$ cat config.mk
export PLATFORM = sky130hd
export DESIGN_NAME = sss_sequencer
export DESIGN_NICKNAME = d
export VERILOG_FILES = /design/src/shared/sss_pkg.sv /design/src/rtl/sss_sequencer.sv
export SDC_FILE = /design/constraint.sdc
export NUM_CORES = 1
export LEC_CHECK = 0
export BUFFER_PORTS_ARGS = -buffer_cell sky130_fd_sc_hd__buf_2
export CAP_MARGIN = 20
export CORE_MARGIN = 3
export CORE_UTILIZATION = 55
export CTS_BUF_LIST = sky130_fd_sc_hd__clkbuf_2 sky130_fd_sc_hd__clkbuf_4 sky130_fd_sc_hd__clkbuf_8
export DETAILED_ROUTE_END_ITERATION = 12
export HOLD_SLACK_MARGIN = 0.05
export PLACE_DENSITY = 0.81
export SYNTH_ARGS = -nofsm -noshare
export SYNTH_HDL_FRONTEND = slang
export SYNTH_SLANG_ARGS = --single-unit
$ cat constraint.sdc
create_clock -name hclk -period 3.9 [get_ports hclk]
set_input_delay 0.195 -clock hclk [delete_from_list [all_inputs] [get_ports hclk]]
set_output_delay 0.195 -clock hclk [all_outputs]
set_load 0.02 [all_outputs]
$ cat src/shared/sss_pkg.sv
// Constants and types of the start-up delay and soft-start sequencer
package sss_pkg;
    localparam int unsigned CLK_NS = 10;
    localparam int unsigned TICK_NS = 10000;
    localparam int unsigned SHARE_HALF_CYC = TICK_NS / CLK_NS / 2;
    localparam int unsigned STEP_NS = 100000;
    localparam logic [15:0] STEP_TICKS = 16'(STEP_NS / TICK_NS);
    localparam int unsigned MIN_RISE_NS = 250000;
    localparam logic [15:0] MIN_RISE_TICKS = 16'(MIN_RISE_NS / TICK_NS);
    localparam int unsigned DEGLITCH_NS = 70000;
    localparam int unsigned DEGLITCH_CYC = DEGLITCH_NS / CLK_NS;
    localparam logic [7:0] OFS_SETPOINT = 8'h00;
    localparam logic [7:0] OFS_WAIT = 8'h04;
    localparam logic [7:0] OFS_RISE = 8'h08;
    localparam logic [7:0] OFS_PROPAGATE = 8'h0C;
    localparam logic [7:0] OFS_MODE = 8'h10;
    localparam logic [7:0] OFS_STATUS = 8'h14;
    localparam logic [7:0] OFS_TARGET = 8'h18;
    localparam int unsigned PROP_ENABLE_BIT = 0;
    localparam int unsigned PROP_DEGLITCH_BIT = 1;
    localparam logic [15:0] SETPOINT_RST = 16'h0000;
    localparam logic [15:0] WAIT_RST = 16'h0000;
    localparam logic [15:0] RISE_RST = 16'h0000;
    localparam logic [1:0] PROPAGATE_RST = 2'h0;
    localparam logic [1:0] MODE_RST = 2'h0;
    localparam logic [1:0] MODE_DCM = 2'h1;
    localparam logic [1:0] HTRANS_NONSEQ = 2'h2;

    typedef enum logic [2:0] {
        ST_HOLD, ST_ARM, ST_DELAY, ST_DIV1, ST_DIV2, ST_RAMP, ST_SETTLE, ST_ON
    } sss_state_t;
endpackage : sss_pkg

$ cat src/rtl/sss_sequencer.sv
// Start-up sequencer: run line, turn-on delay, digital soft-start ramp, GPIO
//
// The implementer's own choices: the AHB-Lite interface to the registers and the address map.
`timescale 1ns/1ns
module sss_sequencer #(
    parameter int unsigned DEGLITCH_CYCLES = sss_pkg::DEGLITCH_CYC
) (
    input wire logic hclk,
    input wire logic hresetn,
    input wire logic hsel,
    input wire logic [31:0] haddr,
    input wire logic [1:0] htrans,
    input wire logic hwrite,
    input wire logic [2:0] hsize,
    input wire logic hready,
    input wire logic [31:0] hwdata,
    output logic [31:0] hrdata,
    output logic hreadyout,
    output logic hresp,
    input wire logic init_done,
    input wire logic vin_above_on,
    input wire logic vout_above_uv,
    input wire logic reverse_current,
    input wire logic bottom_gate_req,
    input wire logic run_in,
    output logic run_out,
    output logic run_oe_n,
    input wire logic share_clk_in,
    output logic share_clk_out,
    output logic share_clk_oe_n,
    output logic gpio_out,
    output logic gpio_oe_n,
    output logic [15:0] target_code,
    output logic switching_en,
    output logic force_dcm,
    output logic [1:0] pwm_mode,
    output logic servo_start,
    output logic bottom_gate_en
);
    import sss_pkg::*;

    ////////////////////////////////////////////////////////////////////////
    typedef struct packed {
        sss_state_t st;
        logic [2:0] vin_s;
        logic [2:0] run_s;
        logic [2:0] vout_s;
        logic [2:0] rev_s;
        logic [2:0] sh_s;
        logic vin_f;
        logic run_f;
        logic vout_f;
        logic rev_f;
        logic sh_f;
        logic [15:0] shdiv;
        logic shphase;
        logic [15:0] cnt;
        logic [15:0] stepcnt;
        logic [15:0] nsteps;
        logic [15:0] num;
        logic [15:0] den;
        logic [15:0] quo;
        logic [16:0] rem;
        logic [3:0] bitidx;
        logic [15:0] inc;
        logic [15:0] remv;
        logic [16:0] err;
        logic [15:0] target;
        logic [15:0] dgcnt;
        logic uv_dg;
        logic [15:0] setpoint;
        logic [15:0] wait_time;
        logic [15:0] rise_time;
        logic [1:0] propagate;
        logic [1:0] mode;
        logic a_wr;
        logic a_rd;
        logic rd_ok;
        logic [7:0] a_addr;
        logic [31:0] rdata;
    } sss_regs_t;

    sss_regs_t q;
    sss_regs_t d;
    logic tick;
    logic ramp_active;
    logic uv_sel;
    logic [16:0] trial;
    logic [16:0] err_sum;

    // Change counts once second and third stage agree
    function automatic logic filt(input logic [2:0] s, input logic f);
        filt = (s[1] == s[2]) ? s[2] : f;
    endfunction : filt

    function automatic logic [31:0] rd_word(input sss_regs_t r, input logic [7:0] a);
        rd_word = 32'h00000000;
        case (a)
            OFS_SETPOINT: rd_word = {16'h0000, r.setpoint};
            OFS_WAIT: rd_word = {16'h0000, r.wait_time};
            OFS_RISE: rd_word = {16'h0000, r.rise_time};
            OFS_PROPAGATE: rd_word = {30'h00000000, r.propagate};
            OFS_MODE: rd_word = {30'h00000000, r.mode};
            OFS_STATUS: rd_word = {21'h000000, r.st, 3'h0, r.uv_dg, r.vout_f, r.vin_f, r.run_f, r.sh_f};
            OFS_TARGET: rd_word = {16'h0000, r.target};
            default: rd_word = 32'h00000000;
        endcase
    endfunction : rd_word

    ////////////////////////////////////////////////////////////////////////
    always_comb
    begin
        d = q;
        // Pin synchronisers, three stages each
        d.vin_s = {q.vin_s[1:0], vin_above_on};
        d.run_s = {q.run_s[1:0], run_in};
        d.vout_s = {q.vout_s[1:0], vout_above_uv};
        d.rev_s = {q.rev_s[1:0], reverse_current};
        d.sh_s = {q.sh_s[1:0], share_clk_in};
        d.vin_f = filt(q.vin_s, q.vin_f);
        d.run_f = filt(q.run_s, q.run_f);
        d.vout_f = filt(q.vout_s, q.vout_f);
        d.rev_f = filt(q.rev_s, q.rev_f);
        d.sh_f = filt(q.sh_s, q.sh_f);

        // Own share clock; wired low wins, so the slowest peer sets the pace
        if (q.shdiv == 16'(SHARE_HALF_CYC - 1))
        begin
            d.shdiv = 16'h0000;
            d.shphase = ~q.shphase;
        end
        else
        begin
            d.shdiv = q.shdiv + 16'h0001;
        end
        tick = q.sh_f & ~q.sh_s[2] & ~q.sh_s[1] ? 1'b0 : (d.sh_f & ~q.sh_f);

        // Sequential restoring divider, one bit per cycle
        trial = {q.rem[15:0], q.num[q.bitidx]};
        err_sum = q.err + {1'b0, q.remv};

        case (q.st)
            ST_HOLD:
            begin
                if (init_done && q.vin_f)
                begin
                    d.st = ST_ARM;
                end
            end
            ST_ARM:
            begin
                d.target = 16'h0000;
                if (!q.vin_f || !init_done)
                begin
                    d.st = ST_HOLD;
                end
                else if (d.run_f && !q.run_f)
                begin
                    d.cnt = 16'h0000;
                    d.st = ST_DELAY;
                end
            end
            ST_DELAY:
            begin
                if (tick)
                begin
                    if (q.cnt >= q.wait_time)
                    begin
                        d.cnt = 16'h0000;
                        if (q.rise_time < MIN_RISE_TICKS)
                        begin
                            d.target = q.setpoint;
                            d.st = ST_SETTLE;
                        end
                        else
                        begin
                            d.num = q.rise_time;
                            d.den = STEP_TICKS;
                            d.rem = 17'h00000;
                            d.bitidx = 4'hF;
                            d.st = ST_DIV1;
                        end
                    end
                    else
                    begin
                        d.cnt = q.cnt + 16'h0001;
                    end
                end
            end
            ST_DIV1, ST_DIV2:
            begin
                if (trial >= {1'b0, q.den})
                begin
                    d.rem = trial - {1'b0, q.den};
                    d.quo[q.bitidx] = 1'b1;
                end
                else
                begin
                    d.rem = trial;
                    d.quo[q.bitidx] = 1'b0;
                end
                d.bitidx = q.bitidx - 4'h1;
                if (q.bitidx == 4'h0)
                begin
                    d.bitidx = 4'hF;
                    if (q.st == ST_DIV1)
                    begin
                        d.nsteps = d.quo;
                        d.num = q.setpoint;
                        d.den = d.quo;
                        d.rem = 17'h00000;
                        d.st = ST_DIV2;
                    end
                    else
                    begin
                        d.inc = d.quo;
                        d.remv = d.rem[15:0];
                        d.err = 17'h00000;
                        d.stepcnt = 16'h0000;
                        d.target = 16'h0000;
                        d.st = ST_RAMP;
                    end
                end
            end
            ST_RAMP:
            begin
                if (tick)
                begin
                    d.cnt = q.cnt + 16'h0001;
                    if (q.cnt == STEP_TICKS - 16'h0001)
                    begin
                        d.cnt = 16'h0000;
                        d.stepcnt = q.stepcnt + 16'h0001;
                        if (q.stepcnt + 16'h0001 >= q.nsteps)
                        begin
                            d.target = q.setpoint;
                            d.st = ST_SETTLE;
                        end
                        else if (err_sum >= {1'b0, q.nsteps})
                        begin
                            d.err = err_sum - {1'b0, q.nsteps};
                            d.target = q.target + q.inc + 16'h0001;
                        end
                        else
                        begin
                            d.err = err_sum;
                            d.target = q.target + q.inc;
                        end
                    end
                end
            end
            ST_SETTLE:
            begin
                if (q.vout_f)
                begin
                    d.st = ST_ON;
                end
            end
            ST_ON:
            begin
                d.st = ST_ON;
            end
            default:
            begin
                d.st = ST_HOLD;
            end
        endcase
        // Losing the run line abandons the start-up; soft-off is not handled here
        if (q.st != ST_HOLD && q.st != ST_ARM && !q.run_f)
        begin
            d.target = 16'h0000;
            d.st = ST_ARM;
        end

        // Deglitch filter on the undervoltage indication
        if (q.vout_f == q.uv_dg)
        begin
            d.dgcnt = 16'h0000;
        end
        else if (q.dgcnt == 16'(DEGLITCH_CYCLES - 1))
        begin
            d.dgcnt = 16'h0000;
            d.uv_dg = q.vout_f;
        end
        else
        begin
            d.dgcnt = q.dgcnt + 16'h0001;
        end

        // Bus slave: writes land in the first data-phase cycle, reads wait one
        d.rd_ok = 1'b0;
        if (q.a_wr)
        begin
            case (q.a_addr)
                OFS_SETPOINT: d.setpoint = hwdata[15:0];
                OFS_WAIT: d.wait_time = hwdata[15:0];
                OFS_RISE: d.rise_time = hwdata[15:0];
                OFS_PROPAGATE: d.propagate = hwdata[1:0];
                OFS_MODE: d.mode = hwdata[1:0];
                default: d.mode = q.mode;
            endcase
        end
        if (q.a_rd && !q.rd_ok)
        begin
            d.rdata = rd_word(q, q.a_addr);
            d.rd_ok = 1'b1;
        end
        if (hreadyout)
        begin
            d.a_wr = hsel & hready & (htrans == HTRANS_NONSEQ) & hwrite;
            d.a_rd = hsel & hready & (htrans == HTRANS_NONSEQ) & ~hwrite;
            d.a_addr = haddr[7:0];
        end
    end

    ////////////////////////////////////////////////////////////////////////
    always_ff @(posedge hclk or negedge hresetn)
    begin
        if (!hresetn)
        begin
            q <= '0;
            q.st <= ST_HOLD;
            q.setpoint <= SETPOINT_RST;
            q.wait_time <= WAIT_RST;
            q.rise_time <= RISE_RST;
            q.propagate <= PROPAGATE_RST;
            q.mode <= MODE_RST;
        end
        else
        begin
            q <= d;
        end
    end

    ////////////////////////////////////////////////////////////////////////
    assign hreadyout = ~(q.a_rd & ~q.rd_ok);
    assign hrdata = q.rdata;
    assign hresp = 1'b0;
    assign run_out = 1'b0;
    assign run_oe_n = (q.st != ST_HOLD);
    assign share_clk_out = 1'b0;
    assign share_clk_oe_n = q.shphase;
    assign ramp_active = (q.st == ST_DIV1) | (q.st == ST_DIV2) | (q.st == ST_RAMP) | (q.st == ST_SETTLE);
    assign force_dcm = ramp_active;
    assign pwm_mode = ramp_active ? MODE_DCM : q.mode;
    assign servo_start = (q.st == ST_ON);
    assign switching_en = ramp_active | servo_start;
    assign target_code = q.target;
    // Pre-biased start: no sinking while discontinuous
    assign bottom_gate_en = bottom_gate_req & switching_en & ~((pwm_mode == MODE_DCM) & q.rev_f);
    assign uv_sel = q.propagate[PROP_DEGLITCH_BIT] ? q.uv_dg : q.vout_f;
    assign gpio_out = 1'b0;
    assign gpio_oe_n = ~(q.propagate[PROP_ENABLE_BIT] & ~uv_sel);
endmodule : sss_sequencer

==> metrics.csv <==
stage,metric,value,unit
logic_synthesis,mapped cell area,18850,sq um
setup_path,Slowest cell on crit path,dfrtp_1,
floorplanning,Die Wd,191.1,microns
grt,pin count of the biggest net entering global routing,100,
route,TritonRoute pass-1 iters,8,
route,DRT iter0 DRCs,1296,
timing,Slew HR,39.46,%
setup_path,CP required,4.40,ns
setup_path,Worst path max stage delay,0.41,ns
power_and_ir_drop,PD cells,677.6,nW/um^2
cells_and_area,synthesis-to-finish area growth,17.47,%
logic_synthesis,top_reg_cell synth,dfrtp_1,
placed_design,GP Congestion,0.9395,
clock_network,clk root buf,clkbuf_8,
grt,vias in the first global route,16120,
clock_network,Worst-path clk slew,0.06,ns
timing,Hold Fails Final Rpt,0,
logic_synthesis,sequential area share after synthesis,41.96,%
timing,setup violators final,29,
route,Antenna Nets Post-Route,0,
timing,RSZ-0062 raised after global routing,true,
cells_and_area,FILL cells,2503,
min_path,Hold Crit Class,in2async,
route,Routed WL per cell,20.24,microns
clock_network,CTS tree,yes,
run_status,failing checks,setup timing,
logic_synthesis,yosys warns,0,
logic_synthesis,Unique masters post-synth,94,
clock_network,TritonCTS Buffers,52,
logic_synthesis,Post-Syn Area per Cell,9.650,sq um
timing,Worst Tran Pin Value,0.9012,ns
logic_synthesis,"flops & latches, synth",316,
timing,Slew Limit Fails,0,
logic_synthesis,Synth area leaders,"dfrtp_1, ha_1, mux2_2, nand2_1, o21ai_0",
setup_path,critical path endpoint category,flop,
cells_and_area,NumNets Final,2335,
placed_design,Place WS,-0.2946,ns
power_and_ir_drop,P_leak,0.01044,uW
logic_synthesis,asr flop ratio synth,100.0,%
setup_path,Critical Path Start Type,flop,
clock_network,htree depth,2,
power_and_ir_drop,worst ir drop on vdd,0.6127,mV
setup_path,Bufs and invs on worst path,3,
setup_path,worst path cell trace,"ha_4, a21oi_4, nor3b_4, buf_4, o211ai_1, nand4_1, and3_4, nor2_1, xnor2_1, ha_1, nand4_1, or2_4, o22ai_2, a211oi_4, buf_4, a31o_4, buf_12, a2111oi_4, xor2_1, o21ai_1",
placed_design,hpwl dp,37610,microns
timing,skew final,0.02851,ns
grt,grt ovf,0,
floorplanning,full die area,36520,sq um
clock_network,CTS Buffer Depth,3,
setup_path,WS Path Type,reg2reg,
clock_network,clock sink count,316,
grt,initial antenna violation count,1,
cells_and_area,layout cells sized above 1,22.21,%
floorplanning,Die Y,191.1,microns
logic_synthesis,Post-Syn Instances,1953,
timing,final hold slack,0.1763,ns
grt,GRT Total Usage,28.74,%
logic_synthesis,number of synthesized flops with an enable pin,0,
floorplanning,io pins,143,
floorplanning,core area,33620,sq um
timing,crit share post-route,105.6,%
run_status,outcome,"complete, but fails checks",
placed_design,input/output buffers,79,
flow_run,Max-Cap Viols,0,
logic_synthesis,post-synth top area cell,dfrtp_1,
setup_path,Crit Path Max Fanout,8,
cells_and_area,n_diodes,0,
timing,minimum clock period,4.120,ns
grt,first-pass GRT wire length,84150,microns
route,Residual DRC,0,
floorplanning,row count,67,
logic_synthesis,top-area cell type share of the netlist area,41.96,%
setup_path,"CP delay by family, top",compound AO/OA/AOI/OAI gates,
clock_network,worst skew pair latency,0.62,ns
setup_path,Worst EP arrival,4.62,ns
timing,Max Clk Rate,242.7,MHz
route,via count,16070,
route,vias per cell,6.118,
route,drt total wl,53180,microns
floorplanning,Starting Density,56.06,%
timing,final worst slack,-0.2200,ns
## cell usage after synthesis, types with 22 or more instances
cell        n
a21o_1     35
a21oi_1    71
a22o_1     26
a22oi_1    44
and3_1     33
buf_4      56
clkbuf_1   51
dfrtp_1   316
ha_1      106
inv_1      78
mux2_2     85
mux2i_1    40
nand2_1   231
nand2b_1   31
nand3_1    64
nand4_1    22
nor2_1    100
nor3_1     24
o21ai_0   106
o21ai_1    80
xnor2_1    57
xor2_1     51
## worst reg2reg max path, stage by stage, from the launching register on
cell and delay, ns:
dfrtp_1 0.41, ha_4 0.27, a21oi_4 0.15, nor3b_4 0.24, buf_4 0.15, o211ai_1 0.13
nand4_1 0.15, and3_4 0.19, nor2_1 0.06, xnor2_1 0.16, ha_1 0.31, nand4_1 0.13
or2_4 0.28, o22ai_2 0.15, a211oi_4 0.07, buf_4 0.15, a31o_4 0.23, buf_12 0.15
a2111oi_4 0.38, xor2_1 0.18, o21ai_1 0.07
## where the power goes
| group | leakage [uW] | switching [uW] | internal, uW |
|---|---|---|---|
| Combinational | 0.00572 | 4360 | 3400 |
| Clock | 0.000599 | 1370 | 1780 |
| Sequential | 0.00412 | 385 | 3700 |
## state kept, by name (all words and copies together), names as in the netlist
name and count:
d 10, hrdata 16, q 273, share_clk_oe_n 1
target_code 16
## cells in the final DEF (no fill, tap or decap), types with 77 or more instances in the layout
cell	synthesis	layout
nand2_1	231	230
inv_1	78	77
buf_2	15	78
buf_4	56	122
nor2_1	100	99
o21ai_0	106	98
o21ai_1	80	83
ha_1	106	101
dfrtp_1	316	313
mux2_2	85	85
## cells by family (layout without fill, tap and decap cells)
logic type	Yosys count	in the layout	synth area share [%]
AO/OA/AOI/OAI	477	478	16.66
XOR/XNOR	110	110	5.252
adder cells (fa/ha/maj)	113	113	7.622
buffers and inverters	210	416	5.444
flip-flops	316	316	41.96
multiplexers	130	130	7.741
other	1	20	0.01990
AND/OR/NAND/NOR	596	596	15.30
## metrics by stage
step / total power, uW / setup TNS [ns] / cell area, sq um / util, % / std cells
finish: 15000 / -3.379 / 22140 / 65.86 / 2627
CTS: 14340 / -1.410 / 21850 / 64.99 / 2618
global placement: 10600 / -2.243 / 20120 / 59.85 / 2484
floorplan: 8486 / -0.008547 / 18960 / - / 1972
detailed placement: 10790 / -4.835 / 20120 / 59.85 / 2484
global route: 15820 / -11.31 / 22140 / 65.86 / 2627
## area by class of cell
cell class	instances	area, sq um	area share (%)
Sequential cell	316	7911	35.74
Timing Repair Buffer	248	1842	8.319
Tap cell	448	560.5	2.532
Clock buffer	79	1006	4.544
Multi-Input combinational cell	1447	10400	46.99
Clock inverter	10	118.9	0.5369
Inverter	79	296.5	1.339
## final timing paths
path                          from         endpoint  slack [ns]  cells after the start
max                         q[133]  target_code[12]       -0.22                     20
min in group hclk           run_in           d[326]        0.22                      2
max in group asynchronous  hresetn           q[268]        2.53                      3
max reg2reg                 q[133]  target_code[12]       -0.22                     20
min reg2reg                 d[320]           d[321]        0.36                      0
min                        hresetn           q[144]        0.18                      2
## routing by layer
layer / vias to the layer above / global-route usage [%] / share of wire (%)
met5: - / 0 / 0
met4: 0 / 15.21 / 5.7
met3: 189 / 5.043 / 7.8
met2: 673 / 47.37 / 47
met1: 7876 / 36.25 / 39
li1: 7334 / - / -
## repair_timing
item,4_1_cts,5_1_grt
gates resized for setup,32,49
endpoints found under the hold margin,159,0
gates cloned,0,1
pin swaps,21,35
hold buffers,35,0
setup endpoints to repair,39,78
buffers inserted,10,9
Note: power is estimated with default switching activity, not from simulation.
